`config.mk`:
```
export PLATFORM = sky130hd
export DESIGN_NAME = usb_error_status_flags
export DESIGN_NICKNAME = d
export VERILOG_FILES = /design/src/core/link_err_pkg.sv /design/src/core/turnaround_timer.sv /design/src/core/usb_error_status_flags.sv
export SDC_FILE = /design/constraint.sdc
export NUM_CORES = 1
export LEC_CHECK = 0
export BUFFER_PORTS_ARGS = -buffer_cell sky130_fd_sc_hd__buf_2
export CORE_MARGIN = 3
export CORE_UTILIZATION = 40
export DETAILED_ROUTE_END_ITERATION = 8
export MAX_ROUTING_LAYER = met4
export PLACE_DENSITY = 0.76
export SLEW_MARGIN = 15
export SYNTH_ARGS = -nofsm -noshare
export SYNTH_HDL_FRONTEND = slang
export SYNTH_SLANG_ARGS = --single-unit
export TNS_END_PERCENT = 50
```
`constraint.sdc`:
```
create_clock -name clock_i -period 2 [get_ports clock_i]
set_input_delay 0.3 -clock clock_i [delete_from_list [all_inputs] [get_ports clock_i]]
set_output_delay 0.3 -clock clock_i [all_outputs]
set_load 0.02 [all_outputs]
```
`src/core/link_err_pkg.sv`:
```
/*
 * Shared constants and carrier types of the link error flag logic.
 * Assumes a 32-bit APB slave port with byte addresses in the low address bits.
 */
package link_err_pkg;

    localparam int ADDR_W = 8;
    localparam int DATA_W = 32;
    localparam int FLAG_W = 8;

    // Register byte offsets.
    localparam logic [ADDR_W-1:0] OFS_FLAGS = 8'h00;
    localparam logic [ADDR_W-1:0] OFS_ENABLES = 8'h04;
    localparam logic [ADDR_W-1:0] OFS_MAIN_STATUS = 8'h08;
    localparam logic [ADDR_W-1:0] OFS_CONTROL = 8'h0c;

    // Flag bit positions.
    localparam int BIT_STUFF = 7;
    localparam int BIT_RESERVED = 6;
    localparam int BIT_BUFFER = 5;
    localparam int BIT_TURN = 4;
    localparam int BIT_PARTIAL = 3;
    localparam int BIT_DATA_CRC = 2;
    localparam int BIT_TOKEN_CRC = 1;
    localparam int BIT_PID = 0;

    // Summary error bit of the main interrupt status word.
    localparam int BIT_SUMMARY = 1;
    // Host role select bit of the control word.
    localparam int BIT_HOST_ROLE = 0;

    localparam logic [FLAG_W-1:0] FLAGS_RESET = 8'h00;
    localparam logic [FLAG_W-1:0] ENABLES_RESET = 8'h00;
    localparam logic [FLAG_W-1:0] FLAG_MASK = 8'hbf;

    // Turnaround limit in bit times and the width of its counter.
    localparam int TURN_LIMIT_BITS = 16;
    localparam int TURN_CNT_W = 5;

    typedef struct packed {
        logic psel;
        logic penable;
        logic pwrite;
        logic [ADDR_W-1:0] paddr;
        logic [DATA_W-1:0] pwdata;
    } apb_req_t;

    typedef struct packed {
        logic stuff_violation;
        logic pid_end;
        logic pid_check_ok;
        logic token_end;
        logic token_crc_ok;
        logic data_end;
        logic data_crc_ok;
        logic [2:0] data_bit_rem;
        logic bus_req_pending;
        logic data_must_move;
        logic bus_grant;
        logic transmitting;
        logic data_byte;
        logic buffer_full;
    } sie_events_t;

endpackage

```
`src/core/turnaround_timer.sv`:
```
/*
 * Bus turnaround timer: counts bit times from an end of packet until the
 * bus leaves idle, and pulses a timeout once the limit is passed.
 * Assumes bit_tick_i is a one-cycle enable per bit time from the line logic.
 */
`timescale 1ns/10ps
module turnaround_timer #(
    parameter int LIMIT = link_err_pkg::TURN_LIMIT_BITS
) (
    // Clock and reset
    input wire logic clock_i,
    input wire logic rst_n_i,
    // Line events
    input wire logic arm_i,
    input wire logic bit_tick_i,
    input wire logic bus_idle_i,
    // Result
    output logic timeout_o
);

    typedef struct packed {
        logic armed;
        logic [link_err_pkg::TURN_CNT_W-1:0] count;
        logic timeout;
    } turn_state_t;

    turn_state_t state_q;
    turn_state_t state_d;

    always_comb
    begin
        state_d = state_q;
        state_d.timeout = 1'b0;
        if (arm_i)
        begin
            state_d.armed = 1'b1;
            state_d.count = '0;
        end
        else if (state_q.armed && !bus_idle_i)
        begin
            state_d.armed = 1'b0;
        end
        else if (state_q.armed && bit_tick_i)
        begin
            // More than the limit: the tick after the limit-th one fires.
            if (state_q.count == link_err_pkg::TURN_CNT_W'(LIMIT))
            begin
                state_d.timeout = 1'b1;
                state_d.armed = 1'b0;
            end
            else
            begin
                state_d.count = state_q.count + 1'b1;
            end
        end
    end

    always_ff @(posedge clock_i or negedge rst_n_i)
    begin
        if (!rst_n_i)
        begin
            state_q <= '0;
        end
        else
        begin
            state_q <= state_d;
        end
    end

    assign timeout_o = state_q.timeout;

    a_turn_no_busy: assert property (@(posedge clock_i) disable iff (!rst_n_i)
        (state_q.armed && !bus_idle_i && !arm_i) |=> !state_q.armed && !timeout_o)
        else $error("Turnaround timer kept running after the bus left idle.");

endmodule

```
`src/core/usb_error_status_flags.sv`:
```
/*
 * Sticky link error flags with enables, summary error bit and APB slave.
 * Assumes the packet engine gives one-cycle event pulses synchronous to
 * clock_i and a bit time enable; APB master follows the usual handshake.
 */
// Added by the designer: the placing of the registers and register access over APB.
`timescale 1ns/10ps
module usb_error_status_flags #(
    parameter int TURN_LIMIT = link_err_pkg::TURN_LIMIT_BITS
) (
    // Clock and reset
    input wire logic clock_i,
    input wire logic rst_n_i,
    // APB slave
    input wire link_err_pkg::apb_req_t apb_i,
    output logic [link_err_pkg::DATA_W-1:0] prdata_o,
    output logic pready_o,
    output logic pslverr_o,
    // Packet engine events
    input wire link_err_pkg::sie_events_t sie_i,
    input wire logic bit_tick_i,
    input wire logic bus_idle_i,
    input wire logic eop_turn_i,
    // Results to packet engine and interrupt logic
    output logic packet_reject_o,
    output logic token_reject_o,
    output logic store_byte_o,
    output logic underflow_o,
    output logic overflow_o,
    output logic host_role_select_o,
    output logic error_summary_o
);

    typedef struct packed {
        logic [link_err_pkg::FLAG_W-1:0] flags;
        logic [link_err_pkg::FLAG_W-1:0] enables;
        logic host_role;
        logic summary;
        logic packet_reject;
        logic token_reject;
        logic store_byte;
        logic underflow;
        logic overflow;
        logic pready;
        logic pslverr;
        logic [link_err_pkg::DATA_W-1:0] prdata;
    } top_state_t;

    top_state_t state_q;
    top_state_t state_d;
    logic turn_timeout;
    logic [link_err_pkg::FLAG_W-1:0] set_vec;
    logic [link_err_pkg::FLAG_W-1:0] clear_vec;
    logic missed_grant;
    logic token_fail;
    logic access_done;
    logic setup_phase;

    function automatic logic addr_mapped(input logic [link_err_pkg::ADDR_W-1:0] addr);
        addr_mapped = (addr == link_err_pkg::OFS_FLAGS) || (addr == link_err_pkg::OFS_ENABLES)
            || (addr == link_err_pkg::OFS_MAIN_STATUS) || (addr == link_err_pkg::OFS_CONTROL);
    endfunction

    function automatic logic [link_err_pkg::DATA_W-1:0] widen(
        input logic [link_err_pkg::FLAG_W-1:0] value);
        widen = {{(link_err_pkg::DATA_W-link_err_pkg::FLAG_W){1'b0}}, value};
    endfunction

    turnaround_timer #(
        .LIMIT(TURN_LIMIT)
    ) u_turn (
        .clock_i(clock_i),
        .rst_n_i(rst_n_i),
        .arm_i(eop_turn_i),
        .bit_tick_i(bit_tick_i),
        .bus_idle_i(bus_idle_i),
        .timeout_o(turn_timeout)
    );

    // A grant that has not come by the time data must move is a fault.
    assign missed_grant = sie_i.bus_req_pending && sie_i.data_must_move && !sie_i.bus_grant;
    assign token_fail = sie_i.token_end && !sie_i.token_crc_ok && !state_q.host_role;
    assign setup_phase = apb_i.psel && !apb_i.penable;
    assign access_done = apb_i.psel && apb_i.penable && state_q.pready;

    always_comb
    begin
        set_vec = '0;
        set_vec[link_err_pkg::BIT_STUFF] = sie_i.stuff_violation;
        set_vec[link_err_pkg::BIT_BUFFER] = missed_grant
            || (sie_i.data_byte && sie_i.buffer_full);
        set_vec[link_err_pkg::BIT_TURN] = turn_timeout;
        set_vec[link_err_pkg::BIT_PARTIAL] = sie_i.data_end
            && (sie_i.data_bit_rem != 3'h0);
        set_vec[link_err_pkg::BIT_DATA_CRC] = sie_i.data_end && !sie_i.data_crc_ok;
        set_vec[link_err_pkg::BIT_TOKEN_CRC] = token_fail;
        set_vec[link_err_pkg::BIT_PID] = sie_i.pid_end && !sie_i.pid_check_ok;
    end

    always_comb
    begin
        clear_vec = '0;
        if (access_done && apb_i.pwrite && (apb_i.paddr == link_err_pkg::OFS_FLAGS))
        begin
            // Only ones clear, and the reserved bit is never touched.
            clear_vec = apb_i.pwdata[link_err_pkg::FLAG_W-1:0] & link_err_pkg::FLAG_MASK;
        end
    end

    always_comb
    begin
        state_d = state_q;
        // Set beats clear, so an error in the clearing cycle is not lost.
        state_d.flags = ((state_q.flags & ~clear_vec) | set_vec)
            & link_err_pkg::FLAG_MASK;
        state_d.packet_reject = sie_i.stuff_violation
            || (sie_i.data_end && !sie_i.data_crc_ok);
        state_d.token_reject = token_fail;
        state_d.store_byte = sie_i.data_byte && !sie_i.buffer_full;
        state_d.underflow = missed_grant && sie_i.transmitting;
        state_d.overflow = missed_grant && !sie_i.transmitting;
        state_d.pready = 1'b0;
        state_d.pslverr = 1'b0;
        if (setup_phase)
        begin
            state_d.pready = 1'b1;
            state_d.pslverr = !addr_mapped(apb_i.paddr);
            state_d.prdata = '0;
            if (!apb_i.pwrite)
            begin
                unique case (apb_i.paddr)
                    link_err_pkg::OFS_FLAGS: state_d.prdata = widen(state_q.flags);
                    link_err_pkg::OFS_ENABLES: state_d.prdata = widen(state_q.enables);
                    link_err_pkg::OFS_MAIN_STATUS:
                        state_d.prdata[link_err_pkg::BIT_SUMMARY] = state_q.summary;
                    link_err_pkg::OFS_CONTROL:
                        state_d.prdata[link_err_pkg::BIT_HOST_ROLE] = state_q.host_role;
                    default: state_d.prdata = '0;
                endcase
            end
        end
        else if (state_q.pready && !access_done)
        begin
            state_d.pready = 1'b1;
            state_d.pslverr = state_q.pslverr;
        end
        if (access_done && apb_i.pwrite)
        begin
            if (apb_i.paddr == link_err_pkg::OFS_ENABLES)
            begin
                state_d.enables = apb_i.pwdata[link_err_pkg::FLAG_W-1:0]
                    & link_err_pkg::FLAG_MASK;
            end
            if (apb_i.paddr == link_err_pkg::OFS_CONTROL)
            begin
                state_d.host_role = apb_i.pwdata[link_err_pkg::BIT_HOST_ROLE];
            end
        end
        // Formed last so that a new enable word takes effect on the same edge.
        state_d.summary = |(state_d.flags & state_d.enables);
    end

    always_ff @(posedge clock_i or negedge rst_n_i)
    begin
        if (!rst_n_i)
        begin
            state_q <= '0;
            state_q.flags <= link_err_pkg::FLAGS_RESET;
            state_q.enables <= link_err_pkg::ENABLES_RESET;
        end
        else
        begin
            state_q <= state_d;
        end
    end

    assign prdata_o = state_q.prdata;
    assign pready_o = state_q.pready;
    assign pslverr_o = state_q.pslverr;
    assign packet_reject_o = state_q.packet_reject;
    assign token_reject_o = state_q.token_reject;
    assign store_byte_o = state_q.store_byte;
    assign underflow_o = state_q.underflow;
    assign overflow_o = state_q.overflow;
    assign host_role_select_o = state_q.host_role;
    assign error_summary_o = state_q.summary;

    a_summary_gated: assert property (@(posedge clock_i) disable iff (!rst_n_i)
        error_summary_o == |(state_q.flags & state_q.enables))
        else $error("Summary bit does not follow the enabled flags.");

    a_summary_or: assert property (@(posedge clock_i) disable iff (!rst_n_i)
        (|(state_d.flags & state_d.enables)) |=> error_summary_o)
        else $error("Qualified error did not raise the summary bit.");

    a_flag_sticky: assert property (@(posedge clock_i) disable iff (!rst_n_i)
        (state_q.flags[link_err_pkg::BIT_PID] && !clear_vec[link_err_pkg::BIT_PID])
        |=> state_q.flags[link_err_pkg::BIT_PID])
        else $error("Error flag fell without a write of one.");

    a_set_at_once: assert property (@(posedge clock_i) disable iff (!rst_n_i)
        (sie_i.pid_end && !sie_i.pid_check_ok) |=> state_q.flags[link_err_pkg::BIT_PID])
        else $error("Identifier failure flag not set on the next edge.");

    a_stuff_reject: assert property (@(posedge clock_i) disable iff (!rst_n_i)
        sie_i.stuff_violation |=> packet_reject_o && state_q.flags[link_err_pkg::BIT_STUFF])
        else $error("Stuffing violation not flagged and rejected.");

    a_reserved_zero: assert property (@(posedge clock_i) disable iff (!rst_n_i)
        !state_q.flags[link_err_pkg::BIT_RESERVED] && !state_q.enables[link_err_pkg::BIT_RESERVED])
        else $error("Reserved bit became set.");

    a_grant_fault: assert property (@(posedge clock_i) disable iff (!rst_n_i)
        missed_grant |=> state_q.flags[link_err_pkg::BIT_BUFFER]
            && (underflow_o != overflow_o))
        else $error("Missed grant not reported as buffer fault.");

    a_truncate: assert property (@(posedge clock_i) disable iff (!rst_n_i)
        (sie_i.data_byte && sie_i.buffer_full) |=> !store_byte_o
            && state_q.flags[link_err_pkg::BIT_BUFFER])
        else $error("Oversize packet byte was stored.");

    a_turn_flag: assert property (@(posedge clock_i) disable iff (!rst_n_i)
        turn_timeout |=> state_q.flags[link_err_pkg::BIT_TURN])
        else $error("Turnaround timeout not flagged.");

    a_partial_byte: assert property (@(posedge clock_i) disable iff (!rst_n_i)
        (sie_i.data_end && sie_i.data_bit_rem != 3'h0)
        |=> state_q.flags[link_err_pkg::BIT_PARTIAL])
        else $error("Partial byte not flagged.");

    a_data_crc: assert property (@(posedge clock_i) disable iff (!rst_n_i)
        (sie_i.data_end && !sie_i.data_crc_ok)
        |=> packet_reject_o && state_q.flags[link_err_pkg::BIT_DATA_CRC])
        else $error("Data check failure not flagged and rejected.");

    a_token_role: assert property (@(posedge clock_i) disable iff (!rst_n_i)
        (sie_i.token_end && !sie_i.token_crc_ok)
        |=> token_reject_o == !$past(state_q.host_role))
        else $error("Token check handled against the selected role.");

    a_zero_write: assert property (@(posedge clock_i) disable iff (!rst_n_i)
        (access_done && apb_i.pwrite && apb_i.paddr == link_err_pkg::OFS_FLAGS
            && apb_i.pwdata[7:0] == 8'h00)
        |=> state_q.flags == ($past(state_q.flags) | $past(set_vec)))
        else $error("Write of zero changed the flags.");

    a_apb_answer: assert property (@(posedge clock_i) disable iff (!rst_n_i)
        (setup_phase ##1 (apb_i.psel && apb_i.penable)) |-> pready_o)
        else $error("Slave did not answer in the first access cycle.");

endmodule

```
* After elaboration in Yosys (flattened, before gate mapping)
Cells that the tools add are included.
Word-level totals: bits in writable memories 0, memories kept 0, word-level logic and storage cells 89, flip-flop bits (word level) 63, output and inout port bits 41, bits in latches 0, memory bits (read-only) 0, input port bits 64
Cells by class: equality and inequality tests 7, div/mod/pow operators 0, order comparisons 0, shifts and indexed selects 0, multiplexer cells 18, reduce and logical (&&, ||, !) cells 44, $add $sub $neg 1, multiply operators 0, bitwise operators 4
Operators with widths (number):
- $mux W8 | 3
- $logic_and A1 B1 Y1 | 19
- $and A8 B8 Y8 | 2
- $eq A8 B4 Y1 const B | 2
- $mux W6 | 2
- $pmux W6 S2 | 1
- $logic_not A1 Y1 | 11
- $mux W9 | 1
- $reduce_bool A3 Y1 | 3
- $eq A8 B3 Y1 const B | 1
- $logic_not A8 Y1 | 1
- $not A8 Y8 | 1
- $or A8 B8 Y8 | 1
- $reduce_or A8 Y1 | 1
- $mux W7 | 1
- $ne A2 B2 Y1 const B | 3
- $pmux W1 S3 | 2
- $add A5 B1 Y5 const B | 1
- $eq A5 B5 Y1 const B | 1
- $logic_or A1 B1 Y1 | 5
- $mux W1 | 5
- $mux W5 | 1
- $mux W2 | 2
- $reduce_and A2 Y1 | 2
- 2 further kinds | 2

* Longest topological paths before layout
Gate-level depths: netlist (run 1).
depth after elaboration 10, depth in mapped cells 7, mapped depth without buffers 6

* By module
Synthesis (run 1) repeated with hierarchy kept, for this count alone.
Second synthesis, totals: cell total of the unflattened synthesis 185, area total of the unflattened synthesis 1963.1 um2
By module, submodules not included:
- usb_error_status_flags | seq. area each 750.7 um2, times used 1, area an instance 1596.5 um2, cells each 150
- turnaround_timer | seq. area each 175.2 um2, times used 1, area an instance 366.6 um2, cells each 35

* Worst setup path after synthesis (run 1)
No wires, ideal clock.
path type input-to-reg, from in apb_i[37] in the netlist's numbering, to reg state_q, in the netlist error_summary_o, arrival 2.212 ns, path buffers 0, setup slack -0.344 ns, stages 5, cell sequence or4_4 nor4_2 mux2_2 a222oi_1 nand3_1
RTL lines:
- from (decl) | line usb_error_status_flags.sv:15 | input wire link_err_pkg::apb_req_t apb_i,
- to (signal assigned) | line usb_error_status_flags.sv:173 | state_q <= state_d;
- to (decl) | line usb_error_status_flags.sv:49 | top_state_t state_q;

==> results of run 1 <==
-- Yosys cell counts (2+ instances only) --
library cell               number
sky130_fd_sc_hd__nand2b_1       7
sky130_fd_sc_hd__a31oi_1        2
sky130_fd_sc_hd__inv_1          7
sky130_fd_sc_hd__o21ai_0        9
sky130_fd_sc_hd__nor3_1         3
sky130_fd_sc_hd__nand2_1       13
sky130_fd_sc_hd__a22oi_1        2
sky130_fd_sc_hd__nand4_1        3
sky130_fd_sc_hd__mux2i_1        8
sky130_fd_sc_hd__nor2_1        11
sky130_fd_sc_hd__xor2_1         2
sky130_fd_sc_hd__buf_4         32
sky130_fd_sc_hd__ha_1           2
sky130_fd_sc_hd__nor2b_1        3
sky130_fd_sc_hd__mux2_2         8
sky130_fd_sc_hd__dfrtp_1       37
sky130_fd_sc_hd__o22a_2         3
sky130_fd_sc_hd__o41ai_1        2
-- cells in the final DEF (no fill, tap or decap), drive strengths merged, types with 4 or more instances in the layout --
| cell type | n |
|---|---|
| buf | 69 |
| clkbuf | 6 |
| conb | 25 |
| dfrtp | 37 |
| inv | 7 |
| mux2 | 8 |
| mux2i | 8 |
| nand2 | 13 |
| nand2b | 7 |
| nor2 | 11 |
| o21ai | 9 |
| o22a | 4 |
-- timing repair --
action | 4_1_cts | 5_1_grt
setup endpoints to repair | 1 | 2
resized for setup | 4 | 4
pin swaps | 1 | 4
setup buffers | 0 | 1
gates cloned | 0 | 0
-- logic make-up (layout without fill, tap and decap cells) --
| group | after synthesis | count (layout) |
|---|---|---|
| AO/OA/AOI/OAI | 25 | 25 |
| XOR/XNOR | 3 | 3 |
| buffers and inverters | 43 | 84 |
| AND/OR/NAND/NOR | 55 | 55 |
| adder cells (fa/ha/maj) | 2 | 2 |
| flip-flops | 37 | 37 |
| other | 1 | 25 |
| multiplexers | 16 | 16 |
-- state kept, by name, indices dropped and copies added, names as in the netlist --
name	cells
host_role_select_o	1
token_reject_o	1
pslverr_o	1
overflow_o	1
state_q	14
prdata_o	7
u_turn.state_q	6
error_summary_o	1
store_byte_o	1
u_turn.timeout_o	1
underflow_o	1
packet_reject_o	1
pready_o	1
-- stage by stage --
stage,setup slack [ps],TNS (ps),hold slack (ps)
6_report,-72.9,-72.9,94.9
5_1_grt,-183,-186,146
4_1_cts,-3.84,-3.84,115
3_5_place_dp,-392,-1820,431
3_3_place_gp,-369,-1560,440
2_1_floorplan,-151,-151,4.41
-- layer usage --
metal	track usage [%]	up-vias	share of wire, %
li1	-	704	-
met1	18.1	634	43
met2	22.2	45	48
met3	5.01	6	7.0
met4	5.83	0	1.6
met5	-	-	0
-- final cells by class --
class	count	area share, %
clock buffers	6	3.53
clock inverters	2	0.588
inverters	7	1.12
multi-input cells	126	35.7
flip-flops and latches	37	39.5
well taps	52	2.78
repair buffers	69	16.8
-- power breakdown --
part | leakage (nW) | internal, mW | switching [mW]
Clock | 0.0512 | 0.279 | 0.260
Sequential | 0.473 | 0.761 | 0.00789
Combinational | 0.691 | 0.0728 | 0.124
Total | 1.21 | 1.11 | 0.392
-- worst max-delay path, cell delays in order --
cell,delay [ps]
sky130_fd_sc_hd__buf_6,90
sky130_fd_sc_hd__or4_4,540
sky130_fd_sc_hd__buf_6,140
sky130_fd_sc_hd__nor4_4,230
sky130_fd_sc_hd__buf_4,190
sky130_fd_sc_hd__buf_4,120
sky130_fd_sc_hd__mux2_2,350
sky130_fd_sc_hd__a22oi_2,170
sky130_fd_sc_hd__nand3_1,100
-- how the worst max path moves through the flow --
stage	endpoint	cells after the start
CTS	error_summary_o	7
detailed placement	error_summary_o	6
global placement	error_summary_o	6
finish	error_summary_o	9
floorplan	error_summary_o	6
global route	error_summary_o	8
==> run_summary.xml, run 1 <==
<?xml version="1.0" encoding="UTF-8"?>
<metrics>
  <group name="synth">
    <metric name="synthSimpleGateAreaFrac" unit="%">15.8</metric>
    <metric name="xor_xnor_cell_area_share_of_the_yosys_netlist" unit="%">1.36</metric>
    <metric name="synth_area_per_cell" unit="um2">10.6</metric>
    <metric name="synth.area.top_cells" unit="">sky130_fd_sc_hd__dfrtp_1 48%, sky130_fd_sc_hd__buf_4 12%, sky130_fd_sc_hd__mux2_2 4.7%</metric>
    <metric name="post_synthesis_instance_area" unit="um2">1930</metric>
    <metric name="synth_compound_area_share" unit="%">9.41</metric>
    <metric name="ys_dominant_reg_cell" unit="">sky130_fd_sc_hd__dfrtp_1</metric>
    <metric name="synth_cells" unit="">182</metric>
    <metric name="synth_cell_types" unit="">46</metric>
    <metric name="async_flop_share" unit="%">100</metric>
    <metric name="synth-adder-area-share" unit="%">1.30</metric>
    <metric name="post_synth_mux_area_share" unit="%">8.83</metric>
    <metric name="yosysWarnings" unit="">0</metric>
    <metric name="largest_family_of_logic_cells_by_synthesized_area" unit="">simple AND/OR/NAND/NOR gates</metric>
    <metric name="edff_count_synth" unit="">0</metric>
    <metric name="post-synth-top-area-cell" unit="">sky130_fd_sc_hd__dfrtp_1</metric>
    <metric name="ys_seq_elements" unit="">37</metric>
    <metric name="synth.yosys.seq_area_share" unit="%">48.0</metric>
    <metric name="yosys.area.top_type_share" unit="%">48.0</metric>
  </group>
  <group name="clocking">
    <metric name="total_number_of_h_tree_levels" unit="">2</metric>
    <metric name="cts_tree" unit="">built</metric>
    <metric name="clkSinkCount" unit="">37</metric>
    <metric name="numCtsBuffers" unit="">5</metric>
    <metric name="clock-root-buffer" unit="">sky130_fd_sc_hd__clkbuf_8</metric>
    <metric name="clock_tree.buffer_depth" unit="">2</metric>
    <metric name="cts_hold_bufs" unit="">0</metric>
    <metric name="clk_latency" unit="ps">290</metric>
    <metric name="clk_pin_slew" unit="ps">70</metric>
  </group>
  <group name="layout">
    <metric name="final_cell_count_without_fillers" unit="">299</metric>
    <metric name="final_design_area_no_fill" unit="um2">2340</metric>
    <metric name="sequential_cell_area" unit="um2">926</metric>
    <metric name="layout.nets" unit="">312</metric>
    <metric name="area_of_combinational_cells_with_multiple_inputs" unit="um2">836</metric>
    <metric name="area_growth" unit="%">21.5</metric>
    <metric name="finalCoreUtilization" unit="%">52.0</metric>
    <metric name="antenna_cells" unit="">0</metric>
    <metric name="filler_cell_count" unit="">414</metric>
    <metric name="layout-drive-gt1-share" unit="%">39.3</metric>
  </group>
  <group name="critical_path">
    <metric name="cp_startpoint_kind" unit="">input port</metric>
    <metric name="path_depth_of_the_worst_reg2reg_path" unit="">5</metric>
    <metric name="critical_register_to_register_path_endpoint" unit="">error_summary_o</metric>
    <metric name="ff_to_ff_start" unit="">pready_o</metric>
    <metric name="cp_data_arrival_time" unit="ps">2230</metric>
    <metric name="timing.reg2reg.setup_slack" unit="ps">-20</metric>
    <metric name="data_required_time_at_the_worst_endpoint" unit="ps">2160</metric>
    <metric name="worstSetupEndpointType" unit="">flip-flop</metric>
    <metric name="critical_path_class" unit="">in2reg</metric>
    <metric name="cp_max_fanout" unit="">5</metric>
    <metric name="setup.worst_path.start" unit="">apb_i[37]</metric>
  </group>
  <group name="drt">
    <metric name="detail_route.wl_per_cell" unit="um">13.0</metric>
    <metric name="drt_iter0_drc" unit="">37</metric>
    <metric name="viasPerCell" unit="">4.65</metric>
    <metric name="detailroute.via_count" unit="">1389</metric>
    <metric name="postRouteAntennaNets" unit="">0</metric>
    <metric name="drcViolationCount" unit="">0</metric>
    <metric name="drt_pass1_iterations" unit="">4</metric>
    <metric name="drt_wl_total" unit="mm">3.88</metric>
  </group>
  <group name="sta">
    <metric name="setup_slack_after_layout" unit="ps">-72.9</metric>
    <metric name="grt_setup_unrepaired" unit="">true</metric>
    <metric name="part_of_the_cycle_the_worst_path_needs" unit="%">104</metric>
    <metric name="setup_violations" unit="">1</metric>
    <metric name="finClkSkew" unit="ps">5.22</metric>
    <metric name="finalHoldViolCount" unit="">0</metric>
    <metric name="max_freq" unit="MHz">482</metric>
    <metric name="timing_worst_slew_pin_value" unit="ps">804</metric>
    <metric name="final_period_minus_worst_setup_slack" unit="ps">2070</metric>
    <metric name="slew_headroom" unit="%">46.4</metric>
    <metric name="slew_violations" unit="">0</metric>
  </group>
  <group name="die">
    <metric name="ioPinCount" unit="">105</metric>
    <metric name="die-area" unit="um2">5690</metric>
    <metric name="core.rowCount" unit="">24</metric>
    <metric name="die_width" unit="um">75.4</metric>
    <metric name="initial_utilization" unit="%">42.8</metric>
    <metric name="die_height" unit="um">75.4</metric>
    <metric name="core_area" unit="um2">4500</metric>
  </group>
  <group name="placement">
    <metric name="detailedPlacementHpwl" unit="mm">2.98</metric>
    <metric name="place.port_buffers" unit="">54</metric>
    <metric name="placed_cells_incl_taps" unit="">290</metric>
    <metric name="placed_cell_area" unit="um2">2200</metric>
    <metric name="place_congestion" unit="">0.743</metric>
  </group>
  <group name="outcome">
    <metric name="violations" unit="">negative setup slack</metric>
    <metric name="run_status" unit="">finished with violations</metric>
  </group>
  <group name="pwr">
    <metric name="p_total" unit="mW">1.50</metric>
    <metric name="power.density_cell_area" unit="nW/um2">642</metric>
    <metric name="power_leakage" unit="nW">1.21</metric>
    <metric name="maximum_vdd_drop" unit="mV">0.310</metric>
  </group>
  <group name="grt">
    <metric name="grt_remaining_overflow" unit="">0</metric>
    <metric name="number_of_global_route_vias_before_repair" unit="">1308</metric>
    <metric name="grt_start_max_net_pins" unit="">38</metric>
    <metric name="grt.total_usage" unit="%">14.7</metric>
    <metric name="grt_first_pass_wirelength" unit="mm">6.00</metric>
    <metric name="grt_antenna_before_repair" unit="">0</metric>
  </group>
  <group name="job">
    <metric name="drv.max_cap_violation_count" unit="">0</metric>
  </group>
  <group name="hold_path">
    <metric name="holdCritPathClass" unit="">in2async</metric>
  </group>
</metrics>
Power figures use the tool's default switching activity.
==> run 2: changes to the inputs <==
- ABC_AREA: unset -> 1
- CORE_UTILIZATION: 40 -> 41
==> run_summary.xml, run 2 <==
<?xml version="1.0" encoding="UTF-8"?>
<metrics>
  <group name="clocking">
    <metric name="post_cts_resized" unit="">0</metric>
    <metric name="clock-root-buffer" unit="">sky130_fd_sc_hd__clkbuf_8</metric>
    <metric name="cts_hold_bufs" unit="">0</metric>
    <metric name="cts_tree" unit="">built</metric>
    <metric name="clk_pin_slew" unit="ps">70</metric>
    <metric name="total_number_of_h_tree_levels" unit="">2</metric>
    <metric name="numCtsBuffers" unit="">5</metric>
    <metric name="clkSinkCount" unit="">37</metric>
    <metric name="clk_latency" unit="ps">290</metric>
    <metric name="clock_tree.buffer_depth" unit="">2</metric>
    <metric name="cts_post_setup_buffers_inserted" unit="">0</metric>
  </group>
  <group name="die">
    <metric name="die-area" unit="um2">5950</metric>
    <metric name="die_height" unit="um">77.1</metric>
    <metric name="die_width" unit="um">77.1</metric>
    <metric name="initial_utilization" unit="%">43.0</metric>
    <metric name="ioPinCount" unit="">105</metric>
    <metric name="core_area" unit="um2">4820</metric>
    <metric name="core.rowCount" unit="">25</metric>
  </group>
  <group name="synth">
    <metric name="synthSimpleGateAreaFrac" unit="%">29.5</metric>
    <metric name="yosysWarnings" unit="">0</metric>
    <metric name="synth.area.top_cells" unit="">sky130_fd_sc_hd__dfrtp_1 45%, sky130_fd_sc_hd__nand2_1 12%, sky130_fd_sc_hd__buf_4 12%</metric>
    <metric name="async_flop_share" unit="%">100</metric>
    <metric name="post_synth_mux_area_share" unit="%">0</metric>
    <metric name="synth_top_cells_by_count" unit="">69 x sky130_fd_sc_hd__nand2_1, 37 x sky130_fd_sc_hd__dfrtp_1, 32 x sky130_fd_sc_hd__buf_4</metric>
    <metric name="synth_cell_types" unit="">29</metric>
    <metric name="synth-adder-area-share" unit="%">1.21</metric>
    <metric name="yosys.area.top_type_share" unit="%">44.7</metric>
    <metric name="synth_compound_area_share" unit="%">6.10</metric>
    <metric name="post-synth-top-area-cell" unit="">sky130_fd_sc_hd__dfrtp_1</metric>
    <metric name="edff_count_synth" unit="">0</metric>
    <metric name="post_synthesis_instance_area" unit="um2">2070</metric>
    <metric name="largest_family_of_logic_cells_by_synthesized_area" unit="">simple AND/OR/NAND/NOR gates</metric>
    <metric name="xor_xnor_cell_area_share_of_the_yosys_netlist" unit="%">0.845</metric>
    <metric name="synth_cells" unit="">244</metric>
    <metric name="ys_seq_elements" unit="">37</metric>
    <metric name="ys_dominant_reg_cell" unit="">sky130_fd_sc_hd__dfrtp_1</metric>
    <metric name="synth_area_per_cell" unit="um2">8.50</metric>
    <metric name="synth.yosys.seq_area_share" unit="%">44.7</metric>
    <metric name="synthMostInstantiatedCell" unit="">sky130_fd_sc_hd__nand2_1</metric>
  </group>
  <group name="drt">
    <metric name="detail_route.wl_per_cell" unit="um">10.8</metric>
    <metric name="drt_pass1_iterations" unit="">4</metric>
    <metric name="drcViolationCount" unit="">0</metric>
    <metric name="drt_wl_total" unit="mm">3.90</metric>
    <metric name="detailroute.via_count" unit="">1626</metric>
    <metric name="viasPerCell" unit="">4.49</metric>
    <metric name="postRouteAntennaNets" unit="">0</metric>
    <metric name="drt_iter0_drc" unit="">104</metric>
  </group>
  <group name="hold_path">
    <metric name="holdCritPathClass" unit="">in2async</metric>
  </group>
  <group name="sta">
    <metric name="max_freq" unit="MHz">644</metric>
    <metric name="finClkSkew" unit="ps">3.45</metric>
    <metric name="fin_tns_setup" unit="ps">0</metric>
    <metric name="setup_violations" unit="">0</metric>
    <metric name="grt_setup_unrepaired" unit="">false</metric>
    <metric name="finalHoldViolCount" unit="">0</metric>
    <metric name="slew_violations" unit="">0</metric>
    <metric name="timing_worst_slew_pin_value" unit="ps">807</metric>
    <metric name="final_period_minus_worst_setup_slack" unit="ps">1550</metric>
    <metric name="slew_headroom" unit="%">46.2</metric>
    <metric name="finalHoldWorstSlack" unit="ps">99.3</metric>
    <metric name="part_of_the_cycle_the_worst_path_needs" unit="%">77.7</metric>
    <metric name="setup_slack_after_layout" unit="ps">447</metric>
  </group>
  <group name="critical_path">
    <metric name="critical_path_class" unit="">reg2reg</metric>
    <metric name="cp_startpoint_kind" unit="">flip-flop</metric>
    <metric name="data_required_time_at_the_worst_endpoint" unit="ps">2170</metric>
    <metric name="path_depth_of_the_worst_reg2reg_path" unit="">9</metric>
    <metric name="cp_max_fanout" unit="">16</metric>
    <metric name="cp_data_arrival_time" unit="ps">1730</metric>
    <metric name="worstSetupEndpointType" unit="">flip-flop</metric>
  </group>
  <group name="layout">
    <metric name="layout-drive-gt1-share" unit="%">29.8</metric>
    <metric name="layout.cells.most_common_list" unit="">69 x sky130_fd_sc_hd__nand2_1, 54 x sky130_fd_sc_hd__buf_2, 37 x sky130_fd_sc_hd__dfrtp_1, 25 x sky130_fd_sc_hd__conb_1, 22 x sky130_fd_sc_hd__inv_1</metric>
    <metric name="layout.nets" unit="">361</metric>
    <metric name="antenna_cells" unit="">0</metric>
    <metric name="mostFrequentLayoutCell" unit="">sky130_fd_sc_hd__nand2_1</metric>
    <metric name="final_design_area_no_fill" unit="um2">2340</metric>
    <metric name="largest_reg_flops" unit="">14</metric>
    <metric name="area_growth" unit="%">12.7</metric>
    <metric name="largest_register" unit="">state_q</metric>
  </group>
  <group name="placement">
    <metric name="dp_worst_setup_slack" unit="ps">380</metric>
    <metric name="placed_cell_area" unit="um2">2250</metric>
    <metric name="place_congestion" unit="">0.820</metric>
    <metric name="detailedPlacementHpwl" unit="mm">3.04</metric>
    <metric name="place.port_buffers" unit="">54</metric>
  </group>
  <group name="pwr">
    <metric name="power.density_cell_area" unit="nW/um2">628</metric>
    <metric name="maximum_vdd_drop" unit="mV">0.299</metric>
    <metric name="power_leakage" unit="nW">1.29</metric>
  </group>
  <group name="job">
    <metric name="drv.max_cap_violation_count" unit="">0</metric>
  </group>
  <group name="grt">
    <metric name="grt.total_usage" unit="%">14.8</metric>
    <metric name="grt_start_max_net_pins" unit="">38</metric>
    <metric name="grt_first_pass_wirelength" unit="mm">6.77</metric>
    <metric name="grt_remaining_overflow" unit="">0</metric>
    <metric name="number_of_global_route_vias_before_repair" unit="">1619</metric>
    <metric name="grt_antenna_before_repair" unit="">0</metric>
  </group>
  <group name="outcome">
    <metric name="run_status" unit="">complete, no violations</metric>
  </group>
</metrics>
## run 2: cell types whose count changed after synthesis, sizes merged, moves of 4 or more
cell / before / now
a22o: 0 / 5
mux2i: 8 / 0
nor2: 11 / 20
o22a: 4 / 0
mux2: 8 / 0
inv: 7 / 23
nand3: 1 / 19
nand2: 13 / 78
nand2b: 7 / 0
## run 2: cells by family after synthesis
| family | after synthesis |
|---|---|
| and+or+nand+nor | 125 |
| AOI/OAI and AO/OA | 18 |
| adders and majority gates | 2 |
| xor gates and xnor gates | 2 |
| other | 1 |
| buffers and inverters | 59 |
| DFF | 37 |
## run 2: final timing paths
check	from	to	slack, ps
max	pready_o	error_summary_o	450
min	rst_n_i	prdata_o[0]	100
max reg2reg	pready_o	error_summary_o	450
min reg2reg	u_turn.timeout_o	state_q[53]	460
max in group asynchronous	rst_n_i	store_byte_o	1390
min in group clock_i	sie_i[0]	store_byte_o	170
## run 2: cell type report
type	count	area, um2
Clock buffer	7	86.3
Tap cell	67	83.8
Fill cell	495	2480
Timing Repair Buffer	55	278
Multi-Input combinational cell	172	873
Inverter	24	90.1
Sequential cell	37	926
## run 2: through the flow
step / std cells / power (mW) / utilization (%)
5_1_grt: 362 / 1.54 / 48.5
2_1_floorplan: 268 / 0.922 / -
3_5_place_dp: 355 / 0.963 / 46.7
4_1_cts: 362 / 1.50 / 48.5
6_report: 362 / 1.47 / 48.5
3_3_place_gp: 355 / 0.958 / 46.7
## run 2: metal layers
metal	vias to the layer above	part of all wire [%]	routed length (um)	track usage, %
li1	808	-	-	-
met1	749	40	1560	16.2
met2	60	52	2040	25.1
met3	9	6.0	234	3.40
met4	0	1.7	65	7.30
met5	-	0	0	-
## run 2: where the power goes
group	switching (mW)	internal (mW)
sequential	0.00689	0.761
combinational	0.129	0.0510
clock	0.248	0.273
## run 2: worst max-delay path: stages, from the launching register on
cell	delay, ps
sky130_fd_sc_hd__dfrtp_1	400
sky130_fd_sc_hd__nand3_2	140
sky130_fd_sc_hd__nor2_8	240
sky130_fd_sc_hd__nand2_2	180
sky130_fd_sc_hd__nand2_1	90
sky130_fd_sc_hd__nand2_1	60
sky130_fd_sc_hd__nand2_1	80
sky130_fd_sc_hd__nand2_1	50
sky130_fd_sc_hd__nor2_1	110
sky130_fd_sc_hd__nand2_1	80
